$ cat src/hw/dcpwm_pkg.sv
// Package with register map, field positions and reset values of the dual PWM block.
package dcpwm_pkg;
   localparam int unsigned ADDR_W = 8;
   localparam int unsigned DUTY_W = 10;
   localparam int unsigned CH_NUM = 2;
   // Register byte addresses.
   localparam logic [7:0] OFF_PERIOD_LIMIT = 8'h00;
   localparam logic [7:0] OFF_TIMER_CONTROL = 8'h04;
   localparam logic [7:0] OFF_TIMER_COUNT = 8'h08;
   localparam logic [7:0] OFF_CH0_CONTROL = 8'h10;
   localparam logic [7:0] OFF_CH0_DUTY_HIGH = 8'h14;
   localparam logic [7:0] OFF_CH0_DUTY_LOW = 8'h18;
   localparam logic [7:0] OFF_CH1_CONTROL = 8'h20;
   localparam logic [7:0] OFF_CH1_DUTY_HIGH = 8'h24;
   localparam logic [7:0] OFF_CH1_DUTY_LOW = 8'h28;
   // Channel control fields.
   localparam int unsigned CTL_RUN_BIT = 7;
   localparam int unsigned CTL_DRIVE_BIT = 6;
   localparam int unsigned CTL_LIVE_BIT = 5;
   localparam int unsigned CTL_POL_BIT = 4;
   // Duty low pair field and timer control field.
   localparam int unsigned DL_MSB = 7;
   localparam int unsigned DL_LSB = 6;
   localparam int unsigned TCTL_RUN_BIT = 0;
   // Reset values.
   localparam logic [7:0] PERIOD_LIMIT_RST = 8'hFF;
   localparam logic [7:0] COUNT_RST = 8'h00;
   localparam logic [1:0] SUB_RST = 2'h0;
   localparam logic [1:0] SUB_LAST = 2'h3;
   localparam logic [DUTY_W-1:0] DUTY_ZERO = 10'h000;
   localparam logic [31:0] RDATA_RST = 32'h0000_0000;
endpackage

$ cat src/hw/dcpwm_chan_if.sv
// Interface carrying one PWM channel's settings, time base and results.
`timescale 1ns/1ps
interface dcpwm_chan_if;
   logic run;
   logic drive;
   logic pol;
   logic [9:0] duty;
   logic wrap;
   logic [9:0] tb_nxt;
   logic port_latch;
   logic live;
   logic pin;
   logic pin_oe;
   modport top (output run, drive, pol, duty, wrap, tb_nxt, port_latch,
                input live, pin, pin_oe);
   modport chan (input run, drive, pol, duty, wrap, tb_nxt, port_latch,
                 output live, pin, pin_oe);
endinterface

$ cat src/hw/dcpwm_channel.sv
// One PWM channel: compare buffer, waveform and pin multiplexer.
`timescale 1ns/1ps
module dcpwm_channel
(
   input wire logic clock_i,
   input wire logic rst_n_i,
   dcpwm_chan_if.chan ch
);
   logic [dcpwm_pkg::DUTY_W-1:0] buf_r;
   logic [dcpwm_pkg::DUTY_W-1:0] buf_nxt;
   logic wave_r;
   logic wave_nxt;
   logic pin_r;
   logic pin_nxt;
   logic oe_r;
   logic oe_nxt;

   ////////////////////////////////////////////////////////////////////////////
   // Waveform: set at the timer clear, dropped when the time base meets the duty.
   // Comparing against the next time base keeps the pulse width exact to a cycle.
   always_comb
   begin
      buf_nxt = buf_r;
      wave_nxt = wave_r;
      if (ch.wrap)
      begin
         buf_nxt = ch.duty; // [RULE9]
      end
      if (!ch.run)
      begin
         wave_nxt = 1'b0; // [RULE12]
      end
      else if (ch.wrap)
      begin
         wave_nxt = (ch.duty != dcpwm_pkg::DUTY_ZERO); // [RULE8]
      end
      else if (ch.tb_nxt == buf_r)
      begin
         wave_nxt = 1'b0; // [RULE8]
      end
      pin_nxt = ch.drive ? (wave_nxt ^ ch.pol) : ch.port_latch; // [RULE10] [RULE11]
      oe_nxt = ch.drive; // [RULE11]
   end

   // The compare buffer keeps its contents over reset, as the duty registers do.
   always_ff @(posedge clock_i)
   begin
      buf_r <= buf_nxt;
   end

   // Waveform and pin state.
   always_ff @(posedge clock_i)
   begin
      if (!rst_n_i)
      begin
         wave_r <= 1'b0;
         pin_r <= 1'b0;
         oe_r <= 1'b0;
      end
      else
      begin
         wave_r <= wave_nxt;
         pin_r <= pin_nxt;
         oe_r <= oe_nxt;
      end
   end

   assign ch.live = wave_r ^ ch.pol; // [RULE12]
   assign ch.pin = pin_r;
   assign ch.pin_oe = oe_r;
endmodule

$ cat src/hw/dcpwm_top.sv
// Dual-channel PWM register block with shared period timer and APB slave.
// Behaviour
// RULE1 - Duty high byte register holds the eight upper duty bits in bits 7..0.
// RULE2 - Duty low register bits 7..6 hold the two lowest duty bits.
// RULE3 - Duty low bits 5..0 read zero and ignore writes.
// RULE4 - Control register low nibble reads zero; upper nibble holds the functions.
// RULE5 - All implemented control bits reset to zero on every reset.
// RULE6 - Duty registers are undefined at power-up and keep contents over other resets.
// RULE7 - One shared period limit sets both periods; controls and duties are per channel.
// RULE8 - Output sets at timer clear, clears at duty match; large duty stays active.
// RULE9 - Duty values load into compare buffers only when timer matches period limit.
// RULE10 - Polarity invert bit makes the channel output active low.
// RULE11 - With pin drive disabled, the pin shows the ordinary port latch.
// RULE12 - Live level bit shows waveform; waveform runs only while module enabled.
//
// The APB slave port and the register addresses were decided locally.
`timescale 1ns/1ps
module dcpwm_top
(
   input wire logic clock_i,
   input wire logic rst_n_i,
   input wire logic psel_i,
   input wire logic penable_i,
   input wire logic pwrite_i,
   input wire logic [7:0] paddr_i,
   input wire logic [31:0] pwdata_i,
   output logic [31:0] prdata_o,
   output logic pready_o,
   output logic pslverr_o,
   input wire logic [1:0] port_latch_i,
   output logic [1:0] pwm_pin_o,
   output logic [1:0] pwm_pin_oe_o
);
   localparam int unsigned N = dcpwm_pkg::CH_NUM;

   // Register state.
   logic [7:0] period_limit_r;
   logic [7:0] period_limit_nxt;
   logic timer_run_r;
   logic timer_run_nxt;
   logic [7:0] count_r;
   logic [7:0] count_nxt;
   logic [1:0] sub_r;
   logic [1:0] sub_nxt;
   logic wrap;
   logic [2:0] ctl_r [N];
   logic [2:0] ctl_nxt [N];
   logic [7:0] dh_r [N];
   logic [7:0] dh_nxt [N];
   logic [1:0] dl_r [N];
   logic [1:0] dl_nxt [N];
   logic pready_r;
   logic pready_nxt;
   logic pslverr_r;
   logic pslverr_nxt;
   logic [31:0] prdata_r;
   logic [31:0] prdata_nxt;
   logic access;
   logic wr_en;
   logic [31:0] rd_word;
   logic hit;
   logic live [N];
   logic [1:0] pin_w;
   logic [1:0] oe_w;

   ////////////////////////////////////////////////////////////////////////////
   // Shared time base: 8-bit count with two sub-cycle bits forms ten bits.
   // The prescaler is fixed at 1:1, so the sub bits advance every clock while the timer run bit is set.
   always_comb
   begin
      count_nxt = count_r;
      sub_nxt = sub_r;
      wrap = 1'b0;
      if (timer_run_r)
      begin
         sub_nxt = sub_r + 2'h1;
         if (sub_r == dcpwm_pkg::SUB_LAST)
         begin
            if (count_r == period_limit_r) // [RULE7]
            begin
               count_nxt = dcpwm_pkg::COUNT_RST;
               wrap = 1'b1; // [RULE9]
            end
            else
            begin
               count_nxt = count_r + 8'h01;
            end
         end
      end
   end

   always_ff @(posedge clock_i)
   begin
      if (!rst_n_i)
      begin
         count_r <= dcpwm_pkg::COUNT_RST;
         sub_r <= dcpwm_pkg::SUB_RST;
      end
      else
      begin
         count_r <= count_nxt;
         sub_r <= sub_nxt;
      end
   end

   ////////////////////////////////////////////////////////////////////////////
   // APB slave: one wait state, so pready rises in the second access cycle.
   // The registered answer keeps every bus output straight from a flip-flop.
   assign access = psel_i && penable_i && !pready_r;
   assign wr_en = psel_i && penable_i && pready_r && pwrite_i;

   // Read multiplexer and address decode.
   always_comb
   begin
      rd_word = 32'h0000_0000;
      hit = 1'b1;
      if (paddr_i == dcpwm_pkg::OFF_PERIOD_LIMIT)
      begin
         rd_word[7:0] = period_limit_r;
      end
      else if (paddr_i == dcpwm_pkg::OFF_TIMER_CONTROL)
      begin
         rd_word[dcpwm_pkg::TCTL_RUN_BIT] = timer_run_r;
      end
      else if (paddr_i == dcpwm_pkg::OFF_TIMER_COUNT)
      begin
         rd_word[7:0] = count_r;
      end
      else if (paddr_i == dcpwm_pkg::OFF_CH0_CONTROL || paddr_i == dcpwm_pkg::OFF_CH1_CONTROL)
      begin
         // Low nibble stays zero. [RULE4]
         rd_word[dcpwm_pkg::CTL_RUN_BIT] = ctl_r[paddr_i[5]][2];
         rd_word[dcpwm_pkg::CTL_DRIVE_BIT] = ctl_r[paddr_i[5]][1];
         rd_word[dcpwm_pkg::CTL_LIVE_BIT] = live[paddr_i[5]]; // [RULE12]
         rd_word[dcpwm_pkg::CTL_POL_BIT] = ctl_r[paddr_i[5]][0];
      end
      else if (paddr_i == dcpwm_pkg::OFF_CH0_DUTY_HIGH
               || paddr_i == dcpwm_pkg::OFF_CH1_DUTY_HIGH)
      begin
         rd_word[7:0] = dh_r[paddr_i[5]]; // [RULE1]
      end
      else if (paddr_i == dcpwm_pkg::OFF_CH0_DUTY_LOW
               || paddr_i == dcpwm_pkg::OFF_CH1_DUTY_LOW)
      begin
         rd_word[dcpwm_pkg::DL_MSB:dcpwm_pkg::DL_LSB] = dl_r[paddr_i[5]]; // [RULE2] [RULE3]
      end
      else
      begin
         hit = 1'b0;
      end
   end

   // Bus answer and register writes; a write lands on the edge that sees pready.
   always_comb
   begin
      pready_nxt = access;
      pslverr_nxt = access && !hit;
      prdata_nxt = prdata_r;
      if (access && !pwrite_i)
      begin
         prdata_nxt = rd_word;
      end
      period_limit_nxt = period_limit_r;
      timer_run_nxt = timer_run_r;
      ctl_nxt = ctl_r;
      dh_nxt = dh_r;
      dl_nxt = dl_r;
      if (wr_en)
      begin
         if (paddr_i == dcpwm_pkg::OFF_PERIOD_LIMIT)
         begin
            period_limit_nxt = pwdata_i[7:0]; // [RULE7]
         end
         else if (paddr_i == dcpwm_pkg::OFF_TIMER_CONTROL)
         begin
            timer_run_nxt = pwdata_i[dcpwm_pkg::TCTL_RUN_BIT];
         end
         else if (paddr_i == dcpwm_pkg::OFF_CH0_CONTROL
                  || paddr_i == dcpwm_pkg::OFF_CH1_CONTROL)
         begin
            // The live level bit is read only and the low nibble is dropped. [RULE4]
            ctl_nxt[paddr_i[5]] = {pwdata_i[dcpwm_pkg::CTL_RUN_BIT],
                                   pwdata_i[dcpwm_pkg::CTL_DRIVE_BIT],
                                   pwdata_i[dcpwm_pkg::CTL_POL_BIT]};
         end
         else if (paddr_i == dcpwm_pkg::OFF_CH0_DUTY_HIGH
                  || paddr_i == dcpwm_pkg::OFF_CH1_DUTY_HIGH)
         begin
            dh_nxt[paddr_i[5]] = pwdata_i[7:0]; // [RULE1]
         end
         else if (paddr_i == dcpwm_pkg::OFF_CH0_DUTY_LOW
                  || paddr_i == dcpwm_pkg::OFF_CH1_DUTY_LOW)
         begin
            dl_nxt[paddr_i[5]] = pwdata_i[dcpwm_pkg::DL_MSB:dcpwm_pkg::DL_LSB]; // [RULE2] [RULE3]
         end
      end
   end

   // Control and bus state reset on every reset: the period limit to FF, everything else to zero.
   always_ff @(posedge clock_i)
   begin
      if (!rst_n_i)
      begin
         period_limit_r <= dcpwm_pkg::PERIOD_LIMIT_RST;
         timer_run_r <= 1'b0;
         for (int i = 0; i < N; i++)
         begin
            ctl_r[i] <= 3'h0; // [RULE5]
         end
         pready_r <= 1'b0;
         pslverr_r <= 1'b0;
         prdata_r <= dcpwm_pkg::RDATA_RST;
      end
      else
      begin
         period_limit_r <= period_limit_nxt;
         timer_run_r <= timer_run_nxt;
         ctl_r <= ctl_nxt;
         pready_r <= pready_nxt;
         pslverr_r <= pslverr_nxt;
         prdata_r <= prdata_nxt;
      end
   end

   // Duty registers carry no reset: unknown at power-up, kept across resets.
   always_ff @(posedge clock_i)
   begin
      dh_r <= dh_nxt; // [RULE6]
      dl_r <= dl_nxt; // [RULE6]
   end

   ////////////////////////////////////////////////////////////////////////////
   // Channels share the time base and wrap; each has its own settings.
   for (genvar g = 0; g < N; g++)
   begin : g_ch
      dcpwm_chan_if chif ();
      assign chif.run = ctl_r[g][2];
      assign chif.drive = ctl_r[g][1];
      assign chif.pol = ctl_r[g][0];
      assign chif.duty = {dh_r[g], dl_r[g]};
      assign chif.wrap = wrap; // [RULE7]
      assign chif.tb_nxt = {count_nxt, sub_nxt};
      assign chif.port_latch = port_latch_i[g];
      assign live[g] = chif.live;
      assign pin_w[g] = chif.pin;
      assign oe_w[g] = chif.pin_oe;
      dcpwm_channel u_ch
      (
         .clock_i(clock_i),
         .rst_n_i(rst_n_i),
         .ch(chif)
      );
   end

   assign prdata_o = prdata_r;
   assign pready_o = pready_r;
   assign pslverr_o = pslverr_r;
   assign pwm_pin_o = pin_w;
   assign pwm_pin_oe_o = oe_w;
endmodule

$ cat config.mk
export PLATFORM = sky130hd
export DESIGN_NAME = dcpwm_top
export DESIGN_NICKNAME = d
export VERILOG_FILES = /design/src/hw/dcpwm_pkg.sv /design/src/hw/dcpwm_chan_if.sv /design/src/hw/dcpwm_channel.sv /design/src/hw/dcpwm_top.sv
export SDC_FILE = /design/constraint.sdc
export NUM_CORES = 1
export LEC_CHECK = 0
export BUFFER_PORTS_ARGS = -buffer_cell sky130_fd_sc_hd__clkbuf_2
export CAP_MARGIN = 20
export CORE_MARGIN = 2
export CORE_UTILIZATION = 30
export DETAILED_ROUTE_END_ITERATION = 7
export HOLD_SLACK_MARGIN = 0.12
export PLACE_DENSITY = 0.61
export SKIP_CTS_REPAIR_TIMING = 1
export SYNTH_ARGS = -nofsm -noshare
export SYNTH_HDL_FRONTEND = slang
export SYNTH_SLANG_ARGS = --single-unit
$ cat constraint.sdc
create_clock -name clock_i -period 3.7 [get_ports clock_i]
set_clock_uncertainty 0.15 [all_clocks]
set_input_delay 0.555 -clock clock_i [delete_from_list [all_inputs] [get_ports clock_i]]
set_output_delay 0.555 -clock clock_i [all_outputs]
set_load 0.01 [all_outputs]
Word-level counts from Yosys, hierarchy flattened
Index checks and enable logic that the tools add are counted.

Bitwise logic cells: 9. Equality and inequality tests: 12. Muxes and demuxes: 51. $add $sub $neg: 2. Reductions and logical operators: 21. Order comparisons: 2.

Operators by type and width (count): 2-to-1 mux 8 bit (9); == test 8 x 5 -> 1 bit (second input constant) (3); == test 8 x 6 -> 1 bit (second input constant) (3); 2-to-1 mux 1 bit (21); == test 10 bit (2); nonzero test 10 bit (2); bitwise mux 16 bit (1); 2-to-1 mux 2 bit (7); 2-to-1 mux 3 bit (4); adder 8 x 1 -> 8 bit (second input constant) (1); demux 8 bit (select 1 bit) (1); == test 8 x 3 -> 1 bit (second input constant) (1); == test 8 x 4 -> 1 bit (second input constant) (1); == test 8 bit (1); logical NOT 8 bit (1); 2-to-1 mux 4 bit (2); logical AND 1 bit (7); 2-to-1 mux 7 bit (1); bitwise mux 6 bit (1); 2-to-1 mux 6 bit (1); AND reduction 6 bit (1); AND reduction 5 bit (1); bitwise mux 4 bit (1); inverter 1 bit (4); 13 further kinds (20).

Word-level logic and storage cells: 118. Register bits after elaboration: 81.

Depth between registers and ports, before layout
Gate-level depths: netlist of the first run.

Word-level depth: 10. Mapped depth: 9. Gate-level depth less buffers: 8.

Cells and area by module
From an unflattened synthesis of the first run, not the netlist that was laid out.

Cells, all modules: 381. Area, all modules: 4087.7 µm².

Modules (own cells, without submodules): dcpwm_top (times used 1, cells each 297, area each 2904.0 µm²); dcpwm_channel (times used 2, cells each 42, area each 591.8 µm²).

Worst setup path before layout of the first run
OpenSTA, ideal clock, no wires.

Path kind: input to register. Start: input paddr_i[5]. End: register period_limit_r[0]. Path slack: 1070 ps. Arrival: 2352 ps. Data required time: 3422 ps. Path buffers: 1. Stages on the path: 6. Cells stage by stage: buf_6 > or4_4 > or4_4 > nor3_4 > mux2i_1 > nand2_1.

Longest elaborated chain between the ends: 2.

RTL lines: from (decl) (line dcpwm_top.sv:25) `input wire logic [7:0] paddr_i,`; logical NOT 8 bit (line dcpwm_top.sv:170) `if (paddr_i == dcpwm_pkg::OFF_PERIOD_LIMIT)`; AND reduction 2 bit (no line); to (signal assigned) (line dcpwm_top.sv:204) `period_limit_r <= dcpwm_pkg::PERIOD_LIMIT_RST;`; to (signal assigned) (line dcpwm_top.sv:216) `period_limit_r <= period_limit_nxt;`; to (decl) (line dcpwm_top.sv:37) `logic [7:0] period_limit_r;`.

Every way passes these cells. A chain may end at the register's enable or synchronous reset.

Worst setup path after layout of the first run
Start: register count_r[1]. End: register g_ch[0].u_ch.pin_r.

Longest elaborated chain between the ends: 10.

RTL lines: from (decl) (line dcpwm_top.sv:41) `logic [7:0] count_r;`; from (signal assigned) (line dcpwm_top.sv:96) `count_r <= dcpwm_pkg::COUNT_RST;`; from (signal assigned) (line dcpwm_top.sv:101) `count_r <= count_nxt;`; adder 8 x 1 -> 8 bit or == test 8 bit (tied branches) (line dcpwm_top.sv:86, dcpwm_top.sv:79); 2-to-1 mux 8 bit (line dcpwm_top.sv:79) `if (count_r == period_limit_r)`; 2-to-1 mux 8 bit (line dcpwm_top.sv:77) `if (sub_r == dcpwm_pkg::SUB_LAST)`; 2-to-1 mux 8 bit (line dcpwm_top.sv:74) `if (timer_run_r)`; == test 10 bit (line dcpwm_channel.sv:37) `else if (ch.tb_nxt == buf_r)`; 2-to-1 mux 1 bit (line dcpwm_channel.sv:37); 2-to-1 mux 1 bit (*) (line dcpwm_channel.sv:33) `else if (ch.wrap)`; 2-to-1 mux 1 bit (*) (line dcpwm_channel.sv:29) `if (!ch.run)`; XOR 1 bit (*) (line dcpwm_channel.sv:41) `pin_nxt = ch.drive ? (wave_nxt ^ ch.pol) : ch.port_latch;`; 2-to-1 mux 1 bit (*) (line dcpwm_channel.sv:41); to (signal assigned) (line dcpwm_channel.sv:63) `pin_r <= pin_nxt;`; to (decl) (line dcpwm_channel.sv:13) `logic pin_r;`.

Every way passes the cells marked *; elsewhere a longest branch is shown, timed or not.

==> results.yml, run 1 <==
clock_tree:
  cts_tree: "built"
  clkTransAtPathRegs_ps: 70
  worstSkewPairLatency_ps: 350
  cts-root-buf: "clkbuf_16"
  h-tree-depth: 3
  clock_path_buffers: 2
  cts_made_buffers: 9
  cts_num_sinks: 81
power_and_ir_drop:
  power.switching_mw: 0.442
  total_power_mw: 1.98
  vdd_drop_max_mv: 0.194
  swShare: 0.223
  leakagePower_nw: 1.77
  seq_power_share: 0.477
  p_int_mw: 1.54
  power_frac_comb: 0.043
  cellPowerDensity_nw_per_um2: 402
  clkPwrFrac: 0.480
logic_synthesis:
  synth_ff_type: "dfxtp_1"
  ys_seq_elements: 81
  synth_seq_area_share: 0.474
  synth_cell_type_count: 59
  synthTopCellsByArea: "edfxtp_1, dfxtp_1, mux2i_1, buf_4, xor2_1"
  synth_common_cells: "dfxtp_1, edfxtp_1, nor2_1, buf_4, mux2i_1"
  yosysTopAreaCell: "edfxtp_1"
  yosysTopAreaCellShare: 0.281
  syn_inst: 412
  synth_most_common_cell: "dfxtp_1"
  syn-cell-area_um2: 4270
  yosys_warnings: 0
  synthArstFlopShare: 0
  synth_area_per_cell_um2: 10.4
  synth_edf_count: 40
routing:
  drc_errors: 0
  vias: 3335
  dr.pass1.iters: 5
  drt_iter0_markers: 235
  wire_per_inst_um: 17.2
  via_per_inst: 5.23
  drt_wl_total_um: 11000
  postRouteAntennaNets: 0
sta:
  tns_ps: 0
  grt_setup_unrepaired: "false"
  holdWs_ps: 287
  finalHoldViolCount: 0
  relSlewSlack: 0.544
  drv_slew: 0
  finalCritPeriodShare: 0.786
  finalWorstSetupSlack_ps: 793
  worst_pin_slew_ps: 678
  fmax_ghz: 0.344
  fin_crit_ps: 2910
  setup_viol: 0
critical_path:
  crit_arrival_ps: 2970
  crit_top_cell: "nand3_1"
  cp_slowest_stage_delay_ps: 490
  r2r-start: "count_r[1]$_SDFF_PN0_"
  r2r_slack_ps: 790
  path_max_fanout: 9
  cp-start-kind: "flop"
  crit_buf_inv: 0
  r2r_end: "g_ch[0].u_ch.ch.pin$_SDFF_PN0_"
  crit_slowest_cell: "dfxtp_1"
  rr_worst_depth: 8
  critical_path.cell_chain: "ha_1 > nand3_1 > nor3_1 > xnor3_1 > o2111ai_1 > nor4_1 > a211o_1 > nand3_1"
  critPathCaptureType: "flop"
  critPathKind: "flop to flop"
  required_ps: 3760
  path_depth: 8
  cp_top_family: "simple AND/OR/NAND/NOR gates"
cells_and_area:
  finalNonFillerCells: 638
  drive_above_1_share: 0.175
  syn2layout_area_growth_pct: 15.3
  num-fill-cells: 1421
  final_design_area_no_fill_um2: 4920
  final_util: 0.355
  nets: 502
  antenna_cells: 0
die:
  initial_core_util: 0.307
  rows: 43
  die-area_um2: 15200
  die_w_um: 123
  fp.dieH_um: 123
  io_pins: 85
  core_area_um2: 13900
placed_design:
  pre_cts_ws_ps: 821
  io_buffers: 36
  place_area_um2: 4600
  gp_congestion: 0.962
  dp.cells: 622
  hpwlAfterDp_um: 8500
min_path:
  hold_depth: 1
  min_from: "pwdata_i[1]"
  hp-class: "input port to flop"
  holdPathEnd: "dh_r[1]$_DFFE_PP_"
job:
  drv_cap: 0
global_routing:
  grt_antenna_before_repair: 0
  first_global_vias: 3176
  globalRouteTotalUtil: 0.155
  grt_max_degree: 23
  grt_pass1_wl_um: 17300
  grt.overflow.total: 0
status:
  status: "finished clean"
## metal layers
| metal | track usage | vias to the layer above | wire (um) |
|---|---|---|---|
| li1 | - | 1571 | - |
| met1 | 0.205 | 1588 | 5020 |
| met2 | 0.239 | 158 | 4910 |
| met3 | 0.0461 | 18 | 858 |
| met4 | 0.0533 | 0 | 211 |
| met5 | 0 | - | 0 |
## power by group through the flow
stage | logic [mW] | clock network [mW] | registers (mW)
2_1_floorplan | 0.0637 | 0 | 0.966
3_3_place_gp | 0.0825 | 0 | 0.964
3_5_place_dp | 0.0838 | 0 | 0.964
4_1_cts | 0.0842 | 0.971 | 0.944
5_1_grt | 0.0936 | 1.01 | 0.944
6_report | 0.0841 | 0.949 | 0.944
## state kept, by name (all words and copies together), names as in the netlist
name                 count
prdata_o                 8
pready_o                 1
timer_run_r              1
ctl_r                    6
g_ch.u_ch.ch.pin         2
sub_r                    2
count_r                  8
g_ch.u_ch.ch.pin_oe      2
period_limit_r           8
dl_r                     4
g_ch.u_ch.buf_r         20
dh_r                    16
pslverr_o                1
g_ch.u_ch.wave_r         2
## layout make-up
class                           count  area, um2  share of cell area
Inverter                           10       37.5             0.00763
Tap cell                          180        225              0.0458
Clock inverter                      4       37.5             0.00763
Clock buffer                       12        289              0.0587
Timing Repair Buffer               53        308              0.0625
Multi-Input combinational cell    298       2000               0.407
Sequential cell                    81       2020               0.411
## kinds of logic after synthesis
family                     Yosys count  share of synthesized area
xor gates and xnor gates            33                     0.0742
DFF                                 81                      0.474
AOI/OAI and AO/OA                   77                      0.130
and+or+nand+nor                    132                      0.162
adders and majority gates            2                    0.00586
buffers and inverters               56                     0.0771
other                                1                   0.000879
muxes                               30                     0.0762
## placed cells by master (no fill, tap or decap), types with 5 or more instances in the layout
master / netlist / routed
a211oi_1: 8 / 8
xor2_1: 17 / 17
o211ai_1: 5 / 5
nor3_1: 10 / 10
inv_1: 10 / 10
nor2_1: 37 / 37
a221oi_1: 7 / 7
nand2_1: 25 / 25
clkbuf_2: 0 / 36
or3_1: 5 / 5
clkbuf_16: 0 / 11
conb_1: 1 / 24
mux2i_1: 28 / 28
nand4_1: 5 / 5
nor4_1: 7 / 7
dfxtp_1: 41 / 41
buf_4: 28 / 17
nand3_1: 17 / 17
o21ai_0: 12 / 12
edfxtp_1: 40 / 40
a21oi_1: 12 / 12
xnor2_1: 14 / 14
## how the worst max path moves through the flow
stage / end / from / slack, ps
final: g_ch[0].u_ch.ch.pin$_SDFF_PN0_ / count_r[1]$_SDFF_PN0_ / 790
after global routing: g_ch[0].u_ch.ch.pin$_SDFF_PN0_ / count_r[1]$_SDFF_PN0_ / 540
after CTS: g_ch[0].u_ch.ch.pin$_SDFF_PN0_ / count_r[1]$_SDFF_PN0_ / 800
after detailed placement: g_ch[0].u_ch.ch.pin$_SDFF_PN0_ / count_r[1]$_SDFF_PN0_ / 820
after global placement: g_ch[0].u_ch.ch.pin$_SDFF_PN0_ / count_r[1]$_SDFF_PN0_ / 850
after floorplan: period_limit_r[0]$_SDFFE_PN1P_ / paddr_i[5] / 1070
Note: power is estimated with default switching activity, not from simulation.
==> run 2, diff against run 1 <==
==> constraint.sdc (replaced) <==
create_clock -name clock_i -period 3 [get_ports clock_i]
set_clock_uncertainty 0.15 [all_clocks]
set_input_delay 0.45 -clock clock_i [delete_from_list [all_inputs] [get_ports clock_i]]
set_output_delay 0.45 -clock clock_i [all_outputs]
set_load 0.01 [all_outputs]
==> run 2 against run 1 <==
Against the previous run:
- clock power increased by 35%
- die area unchanged
- routed wire length decreased by 0.45%
- core utilization increased by 0.78 points
- combinational power increased by 21%
- clock-buffer cell count down 2
- first-iteration DRC count is 8.5% lower
- register-to-register slack got worse by 500 ps
- design area grew 2.2%
- sequential share of layout area is 0.89 points lower
- critical endpoint is now g_ch[1].u_ch.ch.pin$_SDFF_PN0_
- highest routed layer unchanged
==> results.yml, run 2 (same netlist as run 1, synthesis figures left out) <==
cells_and_area:
  reg_top3: "g_ch.u_ch.buf_r (20), dh_r (16)"
  largest_register_ffs: 20
  antenna_cells: 0
  syn2layout_area_growth_pct: 17.9
  layout_commonest_cell: "dfxtp_1"
  drive_above_1_share: 0.193
  final_design_area_no_fill_um2: 5030
  regMostFlops: "g_ch.u_ch.buf_r"
  final_cell_mix: "dfxtp_1, edfxtp_1, nor2_1"
  final_util: 0.362
  num-fill-cells: 1400
  nets: 511
status:
  status: "finished clean"
placed_design:
  gp_congestion: 0.960
  place_area_um2: 4660
  io_buffers: 36
  hpwlAfterDp_um: 8680
sta:
  fin_crit_ps: 2700
  finalCritPeriodShare: 0.901
  finalHoldViolCount: 0
  grt_setup_unrepaired: "false"
  setup_viol: 0
  relSlewSlack: 0.624
  worst_pin_slew_ps: 559
  fmax_ghz: 0.370
  drv_slew: 0
  holdWs_ps: 174
  tns_ps: 0
job:
  drv_cap: 0
routing:
  vias: 3257
  drt_iter0_markers: 215
  via_per_inst: 5.03
  drc_errors: 0
  drt_wl_total_um: 11000
  postRouteAntennaNets: 0
  wire_per_inst_um: 16.9
  dr.pass1.iters: 5
critical_path:
  critPathKind: "flop to flop"
  rr_worst_depth: 8
  crit_arrival_ps: 2780
  cp-start-kind: "flop"
  required_ps: 3080
  r2r_slack_ps: 300
  worstSetupStartpoint: "sub_r[0]$_SDFF_PN0_"
  critPathCaptureType: "flop"
  r2r_end: "g_ch[1].u_ch.ch.pin$_SDFF_PN0_"
  crit_path_end: "g_ch[1].u_ch.ch.pin$_SDFF_PN0_"
  path_max_fanout: 6
  r2r-start: "sub_r[0]$_SDFF_PN0_"
global_routing:
  grt_max_degree: 19
  grt.overflow.total: 0
  first_global_vias: 3265
  grt_pass1_wl_um: 17500
  grt_antenna_before_repair: 0
  globalRouteTotalUtil: 0.156
clock_tree:
  cts_tree: "built"
  cts-root-buf: "clkbuf_16"
  cts_made_buffers: 9
  h-tree-depth: 3
  worstSkewPairLatency_ps: 340
  clock_path_buffers: 2
  cts_num_sinks: 81
  clkTransAtPathRegs_ps: 60
min_path:
  hp-class: "input port to flop"
power_and_ir_drop:
  vdd_drop_max_mv: 0.334
  cellPowerDensity_nw_per_um2: 506
  leakagePower_nw: 1.82
die:
  die-area_um2: 15200
  io_pins: 85
  core_area_um2: 13900
  fp.dieH_um: 123
  rows: 43
  die_w_um: 123
  initial_core_util: 0.307
-- run 2: cell types whose count changed in the layout (fill, tap and decap cells not counted), moves of 2 or more --
| cell | before | now |
|---|---|---|
| bufinv_16 | 0 | 3 |
| clkinvlp_4 | 0 | 2 |
| buf_4 | 17 | 26 |
| clkbuf_16 | 11 | 9 |
-- run 2: how the worst min path moves through the flow --
stage                             startpoint                               to  slack [ps]  cells after the start
after floorplan           dh_r[13]$_DFFE_PP_  g_ch[0].u_ch.buf_r[7]$_DFFE_PP_         290                      0
after global placement     dh_r[0]$_DFFE_PP_  g_ch[1].u_ch.buf_r[2]$_DFFE_PP_         320                      0
after detailed placement   dh_r[8]$_DFFE_PP_  g_ch[0].u_ch.buf_r[2]$_DFFE_PP_         320                      0
after CTS                        pwdata_i[2]                dh_r[2]$_DFFE_PP_         160                      1
after global routing             pwdata_i[2]               dh_r[10]$_DFFE_PP_         170                      1
final                            pwdata_i[2]               dh_r[10]$_DFFE_PP_         170                      1
-- run 2: metrics by stage --
stage / cells / worst slack (ps) / total power [mW]
2_1_floorplan: 435 / 475 / 1.27
3_3_place_gp: 631 / 222 / 1.29
3_5_place_dp: 631 / 222 / 1.29
4_1_cts: 647 / 181 / 2.58
5_1_grt: 647 / 75.2 / 2.62
6_report: 647 / 296 / 2.54
-- run 2: final cells by class --
| class | instances | area, um2 | area share |
|---|---|---|---|
| sequential | 81 | 2020 | 0.402 |
| clock inverter | 6 | 114 | 0.0226 |
| clock buffer | 10 | 239 | 0.0475 |
| inverter | 10 | 37.5 | 0.00746 |
| multi-input combinational | 298 | 2020 | 0.401 |
| tap | 180 | 225 | 0.0448 |
| timing repair buffer | 62 | 375 | 0.0746 |
-- run 2: power by group --
part	internal (mW)	leakage (nW)	switching, mW
combinational	0.0351	0.963	0.0673
sequential	1.16	0.691	0.00341
clock	0.838	0.165	0.439
total	2.03	1.82	0.510
-- run 2: worst max-delay path: stages, from the launching register on --
cell and delay (ps):
dfxtp_1 430, ha_2 290, and4_1 330, nand3_1 170
xor2_1 310, o21ai_0 230, a2111oi_4 430, a211o_1 180
nand3_1 60
-- run 2: per-layer routing --
metal  global-route usage  part of all wire
met2                0.252              0.47
met3               0.0341             0.056
met1                0.203              0.45
met5                    0                 0
met4               0.0582             0.022
==> run 3, diff against run 2 <==
==> constraint.sdc (replaced) <==
create_clock -name clock_i -period 3 [get_ports clock_i]
set_clock_uncertainty 0.15 [all_clocks]
set_input_delay 0.3 -clock clock_i [delete_from_list [all_inputs] [get_ports clock_i]]
set_output_delay 0.3 -clock clock_i [all_outputs]
set_load 0.01 [all_outputs]
==> run 3 against run 2 <==
Against the previous run:
- sequential power hardly changed
- design area up 0.32%
- clock power decreased by 3%
- critical path depth is the same
- sequential share of layout area down 0.13 points
- core utilization rose by 0.12 points
- global-route usage is 0.33 points lower
- maximum frequency increased by 0.98%
- setup slack improved by 26 ps
- critical path type unchanged
- largest cell class unchanged
==> results.yml, run 3 (same netlist as run 1, synthesis figures left out) <==
sta:
  finalCritPeriodShare: 0.892
  tns_ps: 0
  setup_viol: 0
  worst_pin_slew_ps: 562
  finalHoldViolCount: 0
  fmax_ghz: 0.374
  grt_setup_unrepaired: "false"
  relSlewSlack: 0.622
  holdWs_ps: 120
  drv_slew: 0
  fin_crit_ps: 2680
global_routing:
  first_global_vias: 3177
  grt_pass1_wl_um: 17400
  grt_antenna_before_repair: 0
  grt_max_degree: 19
  grt.overflow.total: 0
  globalRouteTotalUtil: 0.152
placed_design:
  place_area_um2: 4640
  io_buffers: 36
  hpwlAfterDp_um: 8560
  gp_congestion: 0.839
  dp.cells: 628
die:
  io_pins: 85
  fp.dieH_um: 123
  rows: 43
  core_area_um2: 13900
  die-area_um2: 15200
  die_w_um: 123
  initial_core_util: 0.307
routing:
  drc_errors: 0
  postRouteAntennaNets: 0
  drt_wl_total_um: 11000
  wire_per_inst_um: 16.9
  vias: 3286
  dr.pass1.iters: 4
  drt_iter0_markers: 229
  via_per_inst: 5.05
critical_path:
  critPathCaptureType: "flop"
  path_max_fanout: 6
  cp-start-kind: "flop"
  crit_arrival_ps: 2730
  required_ps: 3050
  critPathKind: "flop to flop"
job:
  drv_cap: 0
clock_tree:
  cts-root-buf: "clkbuf_16"
  cts_num_sinks: 81
  worstSkewPairLatency_ps: 330
  h-tree-depth: 3
  clock_path_buffers: 2
  cts_tree: "built"
  clkTransAtPathRegs_ps: 60
  cts_made_buffers: 9
cells_and_area:
  finalNonFillerCells: 651
  final_design_area_no_fill_um2: 5050
  layout_commonest_cell: "dfxtp_1"
  syn2layout_area_growth_pct: 18.3
  nets: 515
  reg_top3: "g_ch.u_ch.buf_r (20), dh_r (16)"
  regMostFlops: "g_ch.u_ch.buf_r"
  multi_input_area_um2: 2000
  drive_above_1_share: 0.178
  layout.area.seq_um2: 2020
  largest_register_ffs: 20
  final_cell_mix: "dfxtp_1, edfxtp_1, nor2_1"
  antenna_cells: 0
  num-fill-cells: 1363
power_and_ir_drop:
  total_power_mw: 2.51
  vdd_drop_max_mv: 0.436
  leakagePower_nw: 1.84
  cellPowerDensity_nw_per_um2: 498
min_path:
  hp-class: "input port to flop"
status:
  status: "finished clean"
[run 3: cell types whose count changed in the layout (fill, tap and decap cells not counted), moves of 2 or more]
cell           delta
buf_4             -3
clkbuf_1          +2
clkinvlp_4        -2
dlygate4sd3_1     +7
[run 3: area by class of cell]
type	count	share of cell area
flip-flops and latches	81	0.401
multi-input cells	298	0.397
repair buffers	66	0.0838
clock buffers	11	0.0461
well taps	180	0.0446
clock inverters	5	0.0206
inverters	10	0.00744
[run 3: critical path, stage by stage (launching register included)]
cell       delay [ps]
dfxtp_1           430
ha_1              300
nand3_1           250
nor3_1            400
xnor3_1           210
o2111ai_1         130
nor4_1            370
a211o_1           200
nand3_1            90
[run 3: path summary, 6_finish.rpt]
check	startpoint	endpoint	slack, ps	cells past startpoint
setup reg to reg	sub_r[0]$_SDFF_PN0_	g_ch[0].u_ch.ch.pin$_SDFF_PN0_	320	8
setup / recovery	sub_r[0]$_SDFF_PN0_	g_ch[0].u_ch.ch.pin$_SDFF_PN0_	320	8
hold / removal	pwdata_i[7]	dl_r[1]$_DFFE_PP_	120	1
hold reg to reg	dh_r[8]$_DFFE_PP_	g_ch[0].u_ch.buf_r[2]$_DFFE_PP_	340	0
[run 3: stage by stage]
| stage | setup WS (ps) | util |
|---|---|---|
| floorplan | 536 | - |
| global placement | 364 | 0.334 |
| detailed placement | 341 | 0.334 |
| CTS | 319 | 0.359 |
| global route | 67.6 | 0.364 |
| finish | 323 | 0.364 |
[run 3: power by group]
| part | switching (mW) | internal, mW | leakage, nW | total [mW] |
|---|---|---|---|---|
| clock | 0.422 | 0.815 | 0.164 | 1.24 |
| combinational | 0.0685 | 0.0409 | 0.980 | 0.109 |
| sequential | 0.00384 | 1.16 | 0.691 | 1.17 |
[run 3: per-layer routing]
layer | up-vias | part of all wire | GRT usage
met5 | - | 0 | 0
met4 | 0 | 0.0033 | 0.0426
met3 | 2 | 0.058 | 0.0304
met2 | 110 | 0.49 | 0.253
met1 | 1574 | 0.45 | 0.202
li1 | 1600 | - | -
